--- config.mk ---
export PLATFORM = sky130hd
export DESIGN_NAME = mrc_ctrl
export DESIGN_NICKNAME = d
export VERILOG_FILES = /design/src/mrc_pkg.sv /design/src/mrc_ctrl.sv
export SDC_FILE = /design/constraint.sdc
export NUM_CORES = 1
export LEC_CHECK = 0
export ABC_AREA = 1
export BUFFER_PORTS_ARGS = -buffer_cell sky130_fd_sc_hd__buf_4
export CAP_MARGIN = 0
export CORE_ASPECT_RATIO = 2
export CORE_MARGIN = 5
export CORE_UTILIZATION = 35
export DETAILED_ROUTE_END_ITERATION = 12
export PLACE_DENSITY = 0.61
export SETUP_SLACK_MARGIN = 0.02
export SYNTH_ARGS = -nofsm -noshare
export SYNTH_HDL_FRONTEND = slang
export SYNTH_SLANG_ARGS = --single-unit
--- constraint.sdc ---
create_clock -name i_clk -period 2.7 [get_ports i_clk]
set_clock_uncertainty 0.05 [all_clocks]
set_input_delay 0.405 -clock i_clk [delete_from_list [all_inputs] [get_ports i_clk]]
set_output_delay 0.405 -clock i_clk [all_outputs]
set_load 0.005 [all_outputs]
--- src/mrc_pkg.sv ---
// package for the reset and interrupt controller: offsets, fields, vectors, timing
`default_nettype none
package mrc_pkg;
  // register offsets
  localparam logic [7:0] MRC_OFF_ICTL = 8'h0E;
  localparam logic [7:0] MRC_OFF_TCTL = 8'h0C;
  localparam logic [7:0] MRC_OFF_MODE = 8'h10;
  localparam logic [7:0] MRC_OFF_WAKE_EN = 8'h13;
  localparam logic [7:0] MRC_OFF_TICK_CTL = 8'h18;
  localparam logic [7:0] MRC_OFF_CPU_CTL = 8'h1F;
  // interrupt control fields
  localparam int MRC_B_EXT_PASS = 0;
  localparam int MRC_B_TA_PASS = 1;
  localparam int MRC_B_TB_PASS = 2;
  localparam int MRC_B_EXT_FLAG = 3;
  localparam int MRC_B_TA_FLAG = 4;
  localparam int MRC_B_TB_FLAG = 5;
  localparam int MRC_B_EXT_POL = 6;
  localparam int MRC_B_WAKE_FLAG = 7;
  localparam int MRC_B_TRIG_TYPE = 5;
  localparam int MRC_B_SER_IE = 7;
  localparam int MRC_B_TICK_IE = 4;
  localparam int MRC_B_TICK_FLAG = 7;
  localparam int MRC_B_SER_FLAG = 0;
  localparam logic [7:0] MRC_ICTL_RST = 8'h01;
  localparam logic [7:0] MRC_TCTL_RST = 8'h08;
  // vectors (address of high byte)
  localparam logic [15:0] MRC_VEC_RESET = 16'hFFFE;
  localparam logic [15:0] MRC_VEC_TRAP = 16'hFFFC;
  localparam logic [15:0] MRC_VEC_GROUP = 16'hFFFA;
  localparam logic [15:0] MRC_VEC_TA = 16'hFFF8;
  localparam logic [15:0] MRC_VEC_TB = 16'hFFF6;
  localparam logic [15:0] MRC_VEC_SER = 16'hFFF4;
  // power-on delay in machine cycles (one cycle per clock)
  localparam int MRC_POR_CYCLES = 4064;
  // cpu handshake carriers
  typedef struct packed {
    logic boundary;
    logic trap;
    logic return_from_irq;
    logic stop;
    logic wait_i;
  } mrc_cpu_req_t;
  typedef struct packed {
    logic in_reset;
    logic take;
    logic push;
    logic pop;
    logic [15:0] vector;
  } mrc_cpu_ans_t;
endpackage
`default_nettype wire

--- src/mrc_ctrl.sv ---
// reset, interrupt latching, priority, vectoring and sleep control for an 8-bit cpu
// Notes on behaviour
// - after oscillator start hold reset 4064 cycles, longer while reset pin low
// - reset pin low for one and a half cycles resets the device
// - seven sources; only the software trap ignores the mask
// - taking an interrupt pushes registers and sets the cpu mask bit
// - return from interrupt pops registers and resumes
// - hardware requests wait for the current instruction to finish
// - at a boundary, take a pending hardware request only when mask is clear
// - pin, wake and tick requests OR into one combined cpu request
// - priority tick, pin, wake, timer a, timer b, serial; vectors FFFA..FFF4
// - reset vectors through FFFE/FFFF and sets the mask bit
// - stop sleeps until enabled pin, enabled wake, or reset
// - wait keeps timers; exits on reset, pin, wake, timer, serial
// - trap ignores mask, after already pending requests, vector FFFC
// - mask set blocks every maskable request; clearing re-enables
// - a further pin pulse while being served merges into the still-set flag until acknowledged
// - pin request latched after selected edge, synchronised, gated by pass bit
// - tick request latched on expiry, gated by tick enable at 0018
// - wake request from any enabled port c pin, enables at 0013
// - timer a and b requests latched, gated by their pass bits
// - serial request latched per transfer, enabled by bit at 0010
// - pass bit 1 passes, 0 masks; control resets to 01
// - pin and timer flags set on request
// - writing 0 to a flag acknowledges and drops the request
// - polarity 1 rising/high, 0 falling/low, pin input only
// - trigger type 1 level, 0 edge only
`default_nettype none
module mrc_ctrl
  import mrc_pkg::*;
#(
  parameter int POR_CYCLES = MRC_POR_CYCLES
)(
  // clock and reset
  input wire logic i_clk,
  input wire logic i_rstn,
  input wire logic i_osc_ok,
  // register port
  input wire logic [7:0] i_addr,
  input wire logic [7:0] i_wdata,
  input wire logic i_wr,
  input wire logic i_rd,
  output logic [7:0] o_rdata,
  // event sources
  input wire logic i_ext_irq_pin,
  input wire logic [7:0] i_portc,
  input wire logic i_tick_expire,
  input wire logic i_timer_a_done,
  input wire logic i_timer_b_done,
  input wire logic i_serial_done,
  // cpu handshake
  input wire mrc_cpu_req_t i_cpu,
  output mrc_cpu_ans_t o_cpu,
  output logic o_cpu_mask,
  output logic o_combined_cpu_request,
  output logic o_osc_run,
  output logic o_cpu_clk_run
);
  typedef enum logic [1:0] {MRC_RUN, MRC_STOP, MRC_WAIT} mrc_sleep_t;

  logic [12:0] por_cnt;
  logic por_done;
  logic [7:0] ictl;
  logic [7:0] tctl;
  logic serial_ie, serial_flag;
  logic tick_ie, tick_flag;
  logic [7:0] wake_en;
  logic ext_s1, ext_s2, ext_d;
  logic [7:0] pc_s1, pc_s2, pc_d;
  logic cpu_mask;
  logic trap_pend_hw;
  mrc_sleep_t sleep;
  logic ext_edge, ext_active, wake_hit;
  logic req_ext, req_tick, req_wake, req_ta, req_tb, req_ser, any_req;
  logic [15:0] sel_vec;
  logic take_hw, take_trap;

  // power-on hold: count from oscillator start, then wait for pin release
  always_ff @(posedge i_clk)
  begin
    if (!i_osc_ok)
      por_cnt <= '0;
    else if (!por_done)
      por_cnt <= por_cnt + 13'd1;
  end
  assign por_done = (por_cnt >= 13'(POR_CYCLES));
  // the pin is sampled each clock, so 1.5 cycles always covers an edge
  assign o_cpu.in_reset = !por_done || !i_rstn;

  // two-stage synchronisers on pin inputs
  always_ff @(posedge i_clk)
  begin
    ext_s1 <= i_ext_irq_pin;
    ext_s2 <= ext_s1;
    ext_d <= ext_s2;
    pc_s1 <= i_portc;
    pc_s2 <= pc_s1;
    pc_d <= pc_s2;
  end

  // polarity and trigger type only shape the pin input
  assign ext_active = ictl[MRC_B_EXT_POL] ? ext_s2 : !ext_s2;
  assign ext_edge = ictl[MRC_B_EXT_POL] ? (ext_s2 && !ext_d) : (!ext_s2 && ext_d);
  assign wake_hit = |(wake_en & pc_d & ~pc_s2); // falling pin on enabled line

  // register writes and flag latching; a set in the clearing cycle wins
  always_ff @(posedge i_clk)
  begin
    if (o_cpu.in_reset)
    begin
      ictl <= MRC_ICTL_RST;
      tctl <= MRC_TCTL_RST;
      serial_ie <= 1'b0;
      serial_flag <= 1'b0;
      tick_ie <= 1'b0;
      tick_flag <= 1'b0;
      wake_en <= 8'h00;
    end
    else
    begin
      if (i_wr && i_addr == MRC_OFF_ICTL)
      begin
        ictl[MRC_B_TB_PASS:MRC_B_EXT_PASS] <= i_wdata[MRC_B_TB_PASS:MRC_B_EXT_PASS];
        ictl[MRC_B_EXT_POL] <= i_wdata[MRC_B_EXT_POL];
        // flags are clear-only from software
        ictl[MRC_B_EXT_FLAG] <= ictl[MRC_B_EXT_FLAG] & i_wdata[MRC_B_EXT_FLAG];
        ictl[MRC_B_TA_FLAG] <= ictl[MRC_B_TA_FLAG] & i_wdata[MRC_B_TA_FLAG];
        ictl[MRC_B_TB_FLAG] <= ictl[MRC_B_TB_FLAG] & i_wdata[MRC_B_TB_FLAG];
        ictl[MRC_B_WAKE_FLAG] <= ictl[MRC_B_WAKE_FLAG] & i_wdata[MRC_B_WAKE_FLAG];
      end
      if (i_wr && i_addr == MRC_OFF_TCTL)
        tctl <= i_wdata;
      if (i_wr && i_addr == MRC_OFF_MODE)
      begin
        serial_ie <= i_wdata[MRC_B_SER_IE];
        serial_flag <= serial_flag & i_wdata[MRC_B_SER_FLAG];
      end
      if (i_wr && i_addr == MRC_OFF_TICK_CTL)
      begin
        tick_ie <= i_wdata[MRC_B_TICK_IE];
        tick_flag <= tick_flag & i_wdata[MRC_B_TICK_FLAG];
      end
      if (i_wr && i_addr == MRC_OFF_WAKE_EN)
        wake_en <= i_wdata;
      // latched pin flag stays set while served, so a further pulse merges into it
      if (tctl[MRC_B_TRIG_TYPE] ? ext_active : ext_edge)
        ictl[MRC_B_EXT_FLAG] <= 1'b1;
      if (i_timer_a_done && sleep != MRC_STOP)
        ictl[MRC_B_TA_FLAG] <= 1'b1;
      if (i_timer_b_done && sleep != MRC_STOP)
        ictl[MRC_B_TB_FLAG] <= 1'b1;
      if (wake_hit)
        ictl[MRC_B_WAKE_FLAG] <= 1'b1;
      if (i_serial_done)
        serial_flag <= 1'b1;
      // stop clears tick flag and enable
      if (sleep == MRC_STOP)
      begin
        tick_flag <= 1'b0;
        tick_ie <= 1'b0;
      end
      else if (i_tick_expire)
        tick_flag <= 1'b1;
    end
  end

  // gated requests
  assign req_tick = tick_flag && tick_ie;
  assign req_ext = ictl[MRC_B_EXT_FLAG] && ictl[MRC_B_EXT_PASS];
  assign req_wake = ictl[MRC_B_WAKE_FLAG];
  assign req_ta = ictl[MRC_B_TA_FLAG] && ictl[MRC_B_TA_PASS];
  assign req_tb = ictl[MRC_B_TB_FLAG] && ictl[MRC_B_TB_PASS];
  assign req_ser = serial_flag && serial_ie;
  assign o_combined_cpu_request = req_tick || req_ext || req_wake;
  assign any_req = o_combined_cpu_request || req_ta || req_tb || req_ser;

  // fixed priority vector choice
  always_comb
  begin
    if (o_combined_cpu_request)
      sel_vec = MRC_VEC_GROUP;
    else if (req_ta)
      sel_vec = MRC_VEC_TA;
    else if (req_tb)
      sel_vec = MRC_VEC_TB;
    else
      sel_vec = MRC_VEC_SER;
  end

  // only sampled at boundaries, so a running instruction is never cut
  assign take_hw = i_cpu.boundary && !cpu_mask && any_req && sleep == MRC_RUN;
  // pending hardware first, trap after
  assign take_trap = i_cpu.boundary && trap_pend_hw && !take_hw && sleep == MRC_RUN;

  // trap request held until served behind pending hardware requests
  always_ff @(posedge i_clk)
  begin
    if (o_cpu.in_reset)
      trap_pend_hw <= 1'b0;
    else if (take_trap)
      trap_pend_hw <= 1'b0;
    else if (i_cpu.trap)
      trap_pend_hw <= 1'b1;
  end

  // cpu mask bit
  always_ff @(posedge i_clk)
  begin
    if (o_cpu.in_reset)
      cpu_mask <= 1'b1;
    else if (take_hw || take_trap)
      cpu_mask <= 1'b1;
    else if (sleep != MRC_RUN)
      cpu_mask <= 1'b0; // sleep modes clear the mask
    else if (i_cpu.return_from_irq)
      cpu_mask <= 1'b0;
    else if (i_wr && i_addr == MRC_OFF_CPU_CTL)
      cpu_mask <= i_wdata[0];
  end

  // sleep state
  always_ff @(posedge i_clk)
  begin
    if (o_cpu.in_reset)
      sleep <= MRC_RUN;
    else
    begin
      unique case (sleep)
        MRC_RUN:
          if (i_cpu.stop)
            sleep <= MRC_STOP;
          else if (i_cpu.wait_i)
            sleep <= MRC_WAIT;
        MRC_STOP:
          if (req_ext || (req_wake && |wake_en))
            sleep <= MRC_RUN;
        MRC_WAIT:
          if (any_req)
            sleep <= MRC_RUN;
        default:
          sleep <= MRC_RUN;
      endcase
    end
  end
  assign o_osc_run = sleep != MRC_STOP;
  assign o_cpu_clk_run = sleep == MRC_RUN;

  // answer to cpu
  assign o_cpu.take = take_hw || take_trap;
  assign o_cpu.push = take_hw || take_trap;
  assign o_cpu.pop = i_cpu.return_from_irq && sleep == MRC_RUN;
  assign o_cpu.vector = o_cpu.in_reset ? MRC_VEC_RESET : (take_hw ? sel_vec : MRC_VEC_TRAP);
  assign o_cpu_mask = cpu_mask;

  // read data one cycle after the strobe
  always_ff @(posedge i_clk)
  begin
    if (!i_rstn)
      o_rdata <= 8'h00;
    else if (i_rd)
    begin
      unique case (i_addr)
        MRC_OFF_ICTL: o_rdata <= ictl;
        MRC_OFF_TCTL: o_rdata <= tctl;
        MRC_OFF_MODE: o_rdata <= {serial_ie, 6'h00, serial_flag};
        MRC_OFF_WAKE_EN: o_rdata <= wake_en;
        MRC_OFF_TICK_CTL: o_rdata <= {tick_flag, 2'h0, tick_ie, 4'h0};
        MRC_OFF_CPU_CTL: o_rdata <= {6'h00, sleep != MRC_RUN, cpu_mask};
        default: o_rdata <= 8'h00;
      endcase
    end
    else
      o_rdata <= 8'h00;
  end

  // checks
  reset_mask_a: assert property (@(posedge i_clk) o_cpu.in_reset |=> cpu_mask)
    else $error("mask not set after reset");
  take_mask_a: assert property (@(posedge i_clk) disable iff (!i_rstn)
    (take_hw && !o_cpu.in_reset) |=> cpu_mask)
    else $error("mask not set on take");
  masked_hold_a: assert property (@(posedge i_clk) disable iff (!i_rstn) cpu_mask |-> !take_hw)
    else $error("masked request taken");
  group_vec_a: assert property (@(posedge i_clk) disable iff (!i_rstn)
    (take_hw && o_combined_cpu_request && !o_cpu.in_reset) |-> o_cpu.vector == 16'hFFFA)
    else $error("group vector wrong");
  ta_vec_a: assert property (@(posedge i_clk) disable iff (!i_rstn)
    (take_hw && !o_combined_cpu_request && req_ta && !o_cpu.in_reset) |-> o_cpu.vector == 16'hFFF8)
    else $error("timer a vector wrong");
  // checked against the raw flag and gate registers, not the request nets
  comb_req_a: assert property (@(posedge i_clk) disable iff (!i_rstn)
    o_combined_cpu_request == ((tick_flag && tick_ie) || (ictl[MRC_B_EXT_FLAG] && ictl[MRC_B_EXT_PASS])
      || ictl[MRC_B_WAKE_FLAG]))
    else $error("combined request mismatch");
  por_hold_a: assert property (@(posedge i_clk) !por_done |-> o_cpu.in_reset)
    else $error("reset released early");
  pin_rst_a: assert property (@(posedge i_clk) !i_rstn |-> o_cpu.in_reset)
    else $error("pin reset ignored");
  // a trap may only go when no unmasked hardware request is waiting
  trap_order_a: assert property (@(posedge i_clk) disable iff (!i_rstn)
    take_trap |-> (cpu_mask || !any_req))
    else $error("trap beat hardware");
  flag_ack_a: assert property (@(posedge i_clk) disable iff (!i_rstn)
    (i_wr && i_addr == MRC_OFF_ICTL && !i_wdata[MRC_B_TA_FLAG] && !i_timer_a_done && !o_cpu.in_reset)
      |=> !ictl[MRC_B_TA_FLAG])
    else $error("flag not cleared");
  take_c: cover property (@(posedge i_clk) take_hw);
  trap_c: cover property (@(posedge i_clk) take_trap);
  stop_c: cover property (@(posedge i_clk) sleep == MRC_STOP ##1 sleep == MRC_RUN);
endmodule
`default_nettype wire

==> flow_summary_export.csv, run 1 <==
group,metric,value,unit
clock_network,cts_buffer_depth,2,
clock_network,cts_sinks,80,
timing,setup_viol,0,
clock_network,tritoncts.num_buffers,9,
pwr,p_per_area,596,nW/um2
yosys,yosysWarningCount,0,
run_status,status,"finished, final reports clean",
pwr,ir_drop,323,uV
pwr,cellLeakagePower,1.80,nW
floorplan,die_h,148,um
yosys,synth.area.top_cells,"dfxtp_1 (48%), nand2_1 (12%), nand3_1 (6.7%)",
timing,timing.fmax,0.421,GHz
timing,post-route-period-util,0.880,
worst_setup_path,required,2.25,ns
yosys,synth_area,3350,um2
grt,grt_pass1_vias,2866,
floorplan,fp-row-count,50,
worst_setup_path,worst_path_most_repeated_cell,"nand2_1",
worst_setup_path,path_max_fanout,20,
worst_setup_path,arrival,1.92,ns
clock_network,cts_root_buffer,"clkbuf_16",
clock_network,cts_tree,"done",
clock_network,cts_setup_buffers,0,
clock_network,clkTransAtPathRegs,0.06,ns
worst_setup_path,cpPeakStageDelay,0.37,ns
worst_setup_path,critPathSlowestCell,"dfxtp_1",
routing,drc_errors,0,
place,dp_hpwl,6600,um
yosys,synth_top_area_frac,0.478,
worst_hold_path,hold_class,"input port to register",
routing,vias_per_cell,4.74,
timing,rsz0062_at_grt,"no",
routing,first_pass_iters,4,
timing,fin_ws,0.324,ns
yosys,netlist_instances,450,
floorplan,dieArea,11800,um2
finish,n_fill_cell,962,
place,gp_congestion,0.893,
yosys,seq_area_frac_synth,0.478,
worst_setup_path,worstSetupPathType,"register to primary output",
worst_setup_path,crit_buf_inv,2,
yosys,synth_top_area_cell,"dfxtp_1",
grt,grt_remaining_overflow,0,
routing,wire_per_inst,13.2,um
floorplan,core,9380,um2
finish,layout-drive-gt1-share,0.174,
floorplan,die_w,79.2,um
finish,multi_input_area,1420,um2
routing,drt_iter0_drc,170,
grt,antenna_found_initial,0,
worst_setup_path,path_delay_family,"simple AND/OR/NAND/NOR gates",
finish,layout_common_cells,"nand2_1 (103), dfxtp_1 (80), nor2_1 (60), buf_4 (59), inv_1 (49)",
grt,grt_max_degree,21,
clock_network,clkLatencyLatePin,0.33,ns
timing,tns,0,ns
clock_network,htreeDepth,3,
routing,ant_nets,0,
timing,slew_violations,0,
flow_run,max_cap_viol_count,0,
place,numPortBuffers,57,
timing,hold_viol_final,0,
finish,ff_latch_area,1600,um2
routing,wirelength,8140,um
worst_setup_path,cp-start-kind,"register",
worst_setup_path,end_kind,"primary output",
worst_setup_path,worst-r2r-setup-slack,0.86,ns
yosys,synth_cell_types,34,
clock_network,cts_resized,0,
grt,grt_usage,0.143,
finish,area_growth,21.3,%
timing,period_minus_slack,2.38,ns
worst_setup_path,path_cells,"nand2_1, nor2_2, nand2_1, nand2_4, nand2_2, clkinv_2, nand4_1, buf_4",
clock_network,hold_buffers,0,
yosys,synth_seq_cells,80,
finish,fin_nets,549,
place,pre_cts_ws,0.665,ns
floorplan,start_util,0.357,
finish,diodes,0,
routing,num_vias,2919,
yosys,synth_area_per_cell,7.45,um2
grt,grt_pass1_wl,12900,um
finish,final_common_cell,"nand2_1",
floorplan,io_pins,71,
-- cell usage after synthesis (all sizes together) --
library cell	count
nand3	47
o211ai	3
nand3b	5
clkbuf	2
inv	51
o31ai	1
nor2	63
buf	21
a31oi	1
conb	2
nand4	6
a21boi	1
or2	5
clkinv	1
a21oi	27
o21ai	23
nor3	3
nand2	106
ha	2
dfxtp	80
-- worst paths after layout --
path              end  depth (start not counted)     startpoint
max          o_cpu[3]                          8     por_cnt[7]
min            ext_s1                          1  i_ext_irq_pin
max reg2reg   ictl[4]                         10     por_cnt[7]
min reg2reg  pc_s2[2]                          0       pc_s1[2]
-- cell families after synthesis --
kind of cell / count (synthesis) / synth area share
AO/OA/AOI/OAI: 56 / 0.0888
adder cells (fa/ha/maj): 2 / 0.00746
buffers and inverters: 75 / 0.110
flip-flops: 80 / 0.478
other: 2 / 0.00224
AND/OR/NAND/NOR: 235 / 0.314
-- sequential cells by signal, summed over array words and instances, names as in the netlist, 2 cells and up --
name / cells
pc_s1: 8
pc_s2: 8
ictl: 8
sleep: 2
tctl: 8
wake_en: 8
o_rdata: 8
pc_d: 8
por_cnt: 13
-- metal layers --
metal / wire length (um) / GRT usage / vias up
li1: - / - / 1517
met1: 2700 / 0.122 / 1305
met2: 4730 / 0.282 / 70
met3: 323 / 0.0297 / 27
met4: 387 / 0.0938 / 0
met5: 0 / 0 / -
-- power by group --
group | internal, mW | switching (mW)
registers | 1.21 | 0.00964
clock network | 0.621 | 0.481
logic | 0.0517 | 0.0563
total | 1.88 | 0.547
-- through the flow --
stage / hold WS, ns / util / instances / power [mW] / area [um2]
after floorplan: 0.260 / - / 461 / 1.30 / 3390
after global placement: 0.260 / 0.404 / 601 / 1.35 / 3790
after detailed placement: 0.262 / 0.404 / 601 / 1.35 / 3790
after CTS: 0.109 / 0.433 / 616 / 2.45 / 4070
after global routing: 0.106 / 0.433 / 616 / 2.52 / 4070
final: 0.119 / 0.433 / 616 / 2.42 / 4070
-- layout make-up --
type,count,area share
Clock buffer,9,0.0554
Tap cell,104,0.0320
Sequential cell,80,0.394
Multi-Input combinational cell,306,0.350
Clock inverter,6,0.0114
Inverter,52,0.0483
Timing Repair Buffer,59,0.109
Power figures use the tool's default switching activity.
==> run 2, diff against run 1 <==
--- a/config.mk
+++ b/config.mk
@@ -12,6 +12,7 @@
 export CORE_MARGIN = 5
 export CORE_UTILIZATION = 35
 export DETAILED_ROUTE_END_ITERATION = 12
+export GPL_TIMING_DRIVEN = 0
 export PLACE_DENSITY = 0.61
 export SETUP_SLACK_MARGIN = 0.02
 export SYNTH_ARGS = -nofsm -noshare
==> constraint.sdc (replaced) <==
create_clock -name i_clk -period 2.7 [get_ports i_clk]
set_clock_uncertainty 0.05 [all_clocks]
set_input_delay 0.81 -clock i_clk [delete_from_list [all_inputs] [get_ports i_clk]]
set_output_delay 0.81 -clock i_clk [all_outputs]
set_load 0.005 [all_outputs]
==> run 2 against run 1 <==
Compared with the run above:
- setup slack worse by 0.17 ns
- non-clock buffer count is 19 higher
- critical path depth stayed put
- core utilization is 1.9 points higher
- sequential cell count stayed put
- highest routed layer unchanged
- via count is 2.8% higher
- final cell count is 3.2% higher
- register-to-register slack better by 0.28 ns
- critical path type unchanged
- clock power is 9% higher
- sequential share of layout area is 1.6 points lower
- final area is 4.4% higher
==> flow_summary_export.csv, run 2 (same netlist as run 1, synthesis figures left out) <==
group,metric,value,unit
floorplan,fp-row-count,50,
worst_setup_path,path_max_fanout,16,
worst_setup_path,path_delay_family,"simple AND/OR/NAND/NOR gates",
finish,largest_reg_flops,13,
floorplan,die_w,79.2,um
routing,vias_per_cell,4.72,
finish,layout-drive-gt1-share,0.203,
worst_setup_path,arrival,1.68,ns
finish,final_common_cell,"nand2_1",
worst_setup_path,path_cells,"nand2_1, nor2_2, nand2_1, nand2_4, nand2_2, inv_4, nand4_1, buf_4",
timing,period_minus_slack,2.54,ns
routing,drt_iter0_drc,188,
routing,ant_nets,0,
clock_network,cts_buffer_depth,2,
grt,globalRouteMet2Util,0.290,
place,gp_congestion,0.830,
grt,grt_usage,0.149,
grt,met1_usage,0.130,
worst_setup_path,worstSetupPathType,"register to primary output",
worst_setup_path,critPathSlowestCell,"dfxtp_1",
worst_setup_path,cpPeakStageDelay,0.37,ns
finish,fin_area,4240,um2
clock_network,tritoncts.num_buffers,9,
routing,num_vias,3002,
timing,fin_ws,0.156,ns
finish,regMostFlops,"por_cnt",
worst_setup_path,worst_path_most_repeated_cell,"nand2_1",
grt,grt_pass1_wl,13500,um
finish,finalCoreUtilization,0.452,
floorplan,io_pins,71,
grt,busiest_layer,"met2",
grt,use_met3,0.0267,
place,numPortBuffers,56,
clock_network,cts_root_buffer,"clkbuf_16",
clock_network,clkTransAtPathRegs,0.06,ns
worst_setup_path,required,1.84,ns
place,placed_cells,621,
finish,layout_common_cells,"nand2_1 (103), dfxtp_1 (80), buf_4 (71), nor2_1 (59), inv_1 (49)",
worst_setup_path,end_kind,"primary output",
routing,wire_per_inst,13.0,um
timing,setup_viol,0,
worst_hold_path,hold_class,"register to register",
floorplan,core,9380,um2
floorplan,die_h,148,um
grt,grt_max_degree,17,
clock_network,cts_tree,"done",
clock_network,cts_sinks,80,
pwr,cellLeakagePower,1.91,nW
worst_setup_path,r2r-start,"por_cnt[7]",
finish,fin_nets,568,
place,pre_cts_ws,0.245,ns
clock_network,htreeDepth,3,
grt,antenna_found_initial,0,
clock_network,hold_buffers,0,
timing,timing.fmax,0.393,GHz
grt,grt_pass1_vias,2967,
routing,wirelength,8290,um
timing,post-route-period-util,0.942,
pwr,ir_drop,314,uV
worst_setup_path,cp-start-kind,"register",
worst_setup_path,crit_path_start,"por_cnt[7]",
grt,grt_remaining_overflow,0,
run_status,status,"finished, final reports clean",
finish,diodes,0,
timing,rsz0062_at_grt,"no",
finish,area_growth,26.6,%
timing,slew_violations,0,
pwr,p_total,2.53,mW
floorplan,dieArea,11800,um2
floorplan,start_util,0.357,
worst_setup_path,reg2regPathDepth,10,
worst_setup_path,r2r-end,"ictl[4]",
routing,drc_errors,0,
timing,hold_viol_final,0,
worst_setup_path,worst-r2r-setup-slack,1.14,ns
finish,final_cells,636,
place,placed_cell_area,3940,um2
clock_network,clkLatencyLatePin,0.33,ns
place,dp_hpwl,6850,um
worst_setup_path,path_depth,8,
timing,tns,0,ns
worst_hold_path,hold_start,"pc_s1[2]",
routing,first_pass_iters,4,
clock_network,cts_setup_buffers,0,
worst_setup_path,crit_end,"o_cpu[3]",
worst_setup_path,crit_buf_inv,2,
pwr,p_per_area,597,nW/um2
flow_run,max_cap_viol_count,0,
timing,hold_ws,0.276,ns
## run 2: cell types whose count changed in the layout (fill, tap and decap cells not counted), moves of 2 or more
cell,delta
buf_4,+12
buf_6,+3
clkbuf_1,+3
buf_2,+2
clkinv_4,+2
clkinvlp_4,-2
## run 2: power by group
part,total (mW),switching [mW],internal (mW)
Clock,1.20,0.475,0.720
Sequential,1.21,0.00908,1.21
Combinational,0.122,0.0586,0.0633
Total,2.53,0.543,1.99
## run 2: worst min path at each step
stage | endpoint | slack (ns) | depth (start not counted)
after CTS | pc_s2[1] | 0.28 | 0
after detailed placement | pc_s2[1] | 0.26 | 0
after global placement | ext_s2 | 0.26 | 0
final | pc_s2[2] | 0.28 | 0
after floorplan | ext_s2 | 0.26 | 0
after global routing | ext_s2 | 0.28 | 0
## run 2: final cells by class
class	instances	area, um2
sequential	80	1600
clock buffer	10	229
inverter	52	198
fill	960	5140
clock inverter	6	70.1
timing repair buffer	56	420
multi-input combinational	306	1430
tap	104	130
buffer	22	164
## run 2: per-layer routing
layer,up-vias,share of wire
met3,33,0.043
li1,1569,-
met2,83,0.57
met4,0,0.066
met5,-,0
met1,1317,0.32
## run 2: worst reg2reg max path: stages, from the launching register on
cell and delay (ns):
dfxtp_1 0.37, nand2_1 0.09, nor2_2 0.14, nand2_1 0.10, nand2_4 0.11, nand2_2 0.09, inv_4 0.16, nand2_1 0.12
inv_1 0.15, nand2_1 0.07, nand2_1 0.06
## run 2: timing repair
| item | 4_1_cts | 5_1_grt |
|---|---|---|
| resized for setup | 0 | 3 |
| pin swaps | 0 | 0 |
| cloned | 0 | 0 |
| endpoints found under the setup margin | 1 | 2 |
==> run 3, diff against run 2 <==
--- a/config.mk
+++ b/config.mk
@@ -10,10 +10,10 @@
 export CAP_MARGIN = 0
 export CORE_ASPECT_RATIO = 2
 export CORE_MARGIN = 5
-export CORE_UTILIZATION = 35
+export CORE_UTILIZATION = 58
 export DETAILED_ROUTE_END_ITERATION = 12
 export GPL_TIMING_DRIVEN = 0
-export PLACE_DENSITY = 0.61
+export PLACE_DENSITY = 0.9
 export SETUP_SLACK_MARGIN = 0.02
 export SYNTH_ARGS = -nofsm -noshare
 export SYNTH_HDL_FRONTEND = slang
==> run 3 against run 2 <==
Compared with the run above:
- die area shrank 36%
- sequential power barely moved
- critical path type unchanged
- setup slack got worse by 0.025 ns
- routed wire length increased by 3.0%
- worst hold slack about the same
- combinational power hardly changed
- clock power is 7% lower
==> flow_summary_export.csv, run 3 (same netlist as run 1, synthesis figures left out) <==
group,metric,value,unit
timing,hold_viol_final,0,
finish,final_common_cell,"nand2_1",
routing,wirelength,8530,um
grt,grt_remaining_overflow,0,
finish,ff_latch_area,1600,um2
routing,drt_iter0_drc,223,
worst_setup_path,path_delay_family,"simple AND/OR/NAND/NOR gates",
pwr,power.switching,0.560,mW
grt,grt_pass1_vias,3262,
finish,n_fill_cell,426,
pwr,clkPwrFrac,0.456,
clock_network,cts_buffer_depth,2,
finish,regMostFlops,"por_cnt",
clock_network,clkLatencyLatePin,0.34,ns
pwr,swShare,0.228,
worst_setup_path,end_kind,"primary output",
worst_hold_path,hold_class,"register to register",
worst_setup_path,arrival,1.71,ns
finish,layout_common_cells,"nand2_1 (103), dfxtp_1 (79), buf_4 (71), nor2_1 (58), inv_1 (49)",
pwr,p_seq_frac,0.495,
grt,grt_pass1_wl,14000,um
worst_setup_path,path_cells,"nand2_1, nor2_2, nand2_1, nand2_4, nand2_2, buf_6, buf_6, buf_4",
timing,setup_viol,0,
pwr,p_per_area,590,nW/um2
pwr,cellLeakagePower,1.89,nW
floorplan,dieArea,7490,um2
routing,drc_errors,0,
clock_network,hold_buffers,0,
timing,rsz0062_at_grt,"yes",
floorplan,io_pins,71,
worst_setup_path,reg2regPathDepth,9,
worst_setup_path,r2r-end,"por_cnt[10]",
worst_setup_path,cp-start-kind,"register",
place,gp_congestion,0.902,
routing,num_vias,3216,
worst_hold_path,min_path_cells,0,
worst_setup_path,r2r-start,"por_cnt[0]",
finish,fin_nets,568,
clock_network,cts_sinks,80,
worst_setup_path,critPathSlowestCell,"dfxtp_2",
finish,diodes,0,
worst_hold_path,hold_start,"pc_s1[2]",
grt,antenna_found_initial,0,
floorplan,start_util,0.592,
timing,slew_violations,0,
clock_network,cts_setup_buffers,0,
grt,grt_max_degree,17,
grt,grt_usage,0.240,
worst_setup_path,required,1.84,ns
timing,tns,0,ns
finish,layout-drive-gt1-share,0.207,
run_status,status,"finished, final reports clean",
routing,wire_per_inst,14.4,um
clock_network,clkTransAtPathRegs,0.06,ns
place,placed_cell_area,3890,um2
routing,vias_per_cell,5.42,
finish,largest_reg_flops,13,
pwr,ir_drop,710,uV
finish,area_growth,24.3,%
worst_setup_path,worst-r2r-setup-slack,1.13,ns
routing,ant_nets,0,
pwr,comb_power_share,0.049,
timing,timing.fmax,0.389,GHz
place,dp_hpwl,6480,um
clock_network,htreeDepth,3,
clock_network,tritoncts.num_buffers,9,
worst_hold_path,min_to,"pc_s2[2]",
flow_run,max_cap_viol_count,0,
finish,multi_input_area,1430,um2
pwr,p_int,1.90,mW
timing,post-route-period-util,0.951,
floorplan,fp-row-count,39,
routing,first_pass_iters,5,
clock_network,cts_tree,"done",
floorplan,die_w,63.8,um
worst_setup_path,cpPeakStageDelay,0.36,ns
finish,fin_area,4170,um2
floorplan,core,5660,um2
clock_network,cts_root_buffer,"clkbuf_16",
worst_setup_path,worstSetupPathType,"register to primary output",
worst_setup_path,path_max_fanout,10,
timing,period_minus_slack,2.57,ns
place,numPortBuffers,56,
worst_setup_path,crit_buf_inv,3,
floorplan,die_h,118,um
[run 3: through the flow]
stage	hold slack (ns)	instances	setup slack, ns	util	total power [mW]
2_1_floorplan	0.260	461	0.553	-	1.30
4_1_cts	0.278	593	0.127	0.735	2.47
5_1_grt	0.284	593	0.00226	0.736	2.56
6_report	0.276	593	0.131	0.736	2.46
3_3_place_gp	0.261	578	0.247	0.687	1.36
3_5_place_dp	0.264	578	0.247	0.687	1.36
[run 3: cell type report]
cell class                      count  area share
Sequential cell                    80       0.385
Multi-Input combinational cell    306       0.343
Timing Repair Buffer               56       0.101
Clock buffer                        9      0.0540
Inverter                           52      0.0474
Buffer                             22      0.0393
Tap cell                           61      0.0183
Clock inverter                      7      0.0126
[run 3: what timing repair did]
item / in CTS / in global routing
pin swaps: 0 / 0
setup endpoints to repair: 3 / 2
gates resized for setup: 1 / 3
[run 3: worst max path at each step]
| stage | from | end | slack, ns | cells after the start |
|---|---|---|---|---|
| finish | por_cnt[7] | o_cpu[19] | 0.13 | 8 |
| global route | ictl[3] | o_cpu[18] | 0.002 | 8 |
| CTS | ictl[3] | o_cpu[18] | 0.13 | 8 |
| detailed placement | i_rstn | o_cpu[1] | 0.25 | 6 |
| global placement | i_rstn | o_cpu[1] | 0.25 | 6 |
| floorplan | i_cpu[4] | o_cpu[18] | 0.55 | 5 |
[run 3: worst register-to-register path: cells and delay by family (launching register included)]
kind | cells | cell delay (ns)
simple gates | 8 | 0.87
fa+ha+maj | 1 | 0.19
flops | 1 | 0.39
[run 3: power by group through the flow]
stage / sequential [mW] / combinational (mW) / clock (mW)
2_1_floorplan: 1.24 / 0.0576 / 0
3_3_place_gp: 1.24 / 0.116 / 0
3_5_place_dp: 1.24 / 0.119 / 0
4_1_cts: 1.22 / 0.120 / 1.13
5_1_grt: 1.22 / 0.135 / 1.20
6_report: 1.22 / 0.121 / 1.12
[run 3: metal layers]
metal  GRT usage  up-vias  wire length, um
li1            -     1564                -
met1       0.195     1460             2590
met2       0.440      140             4800
met3      0.0630       52              497
met4       0.209        0              648
met5           0        -                0
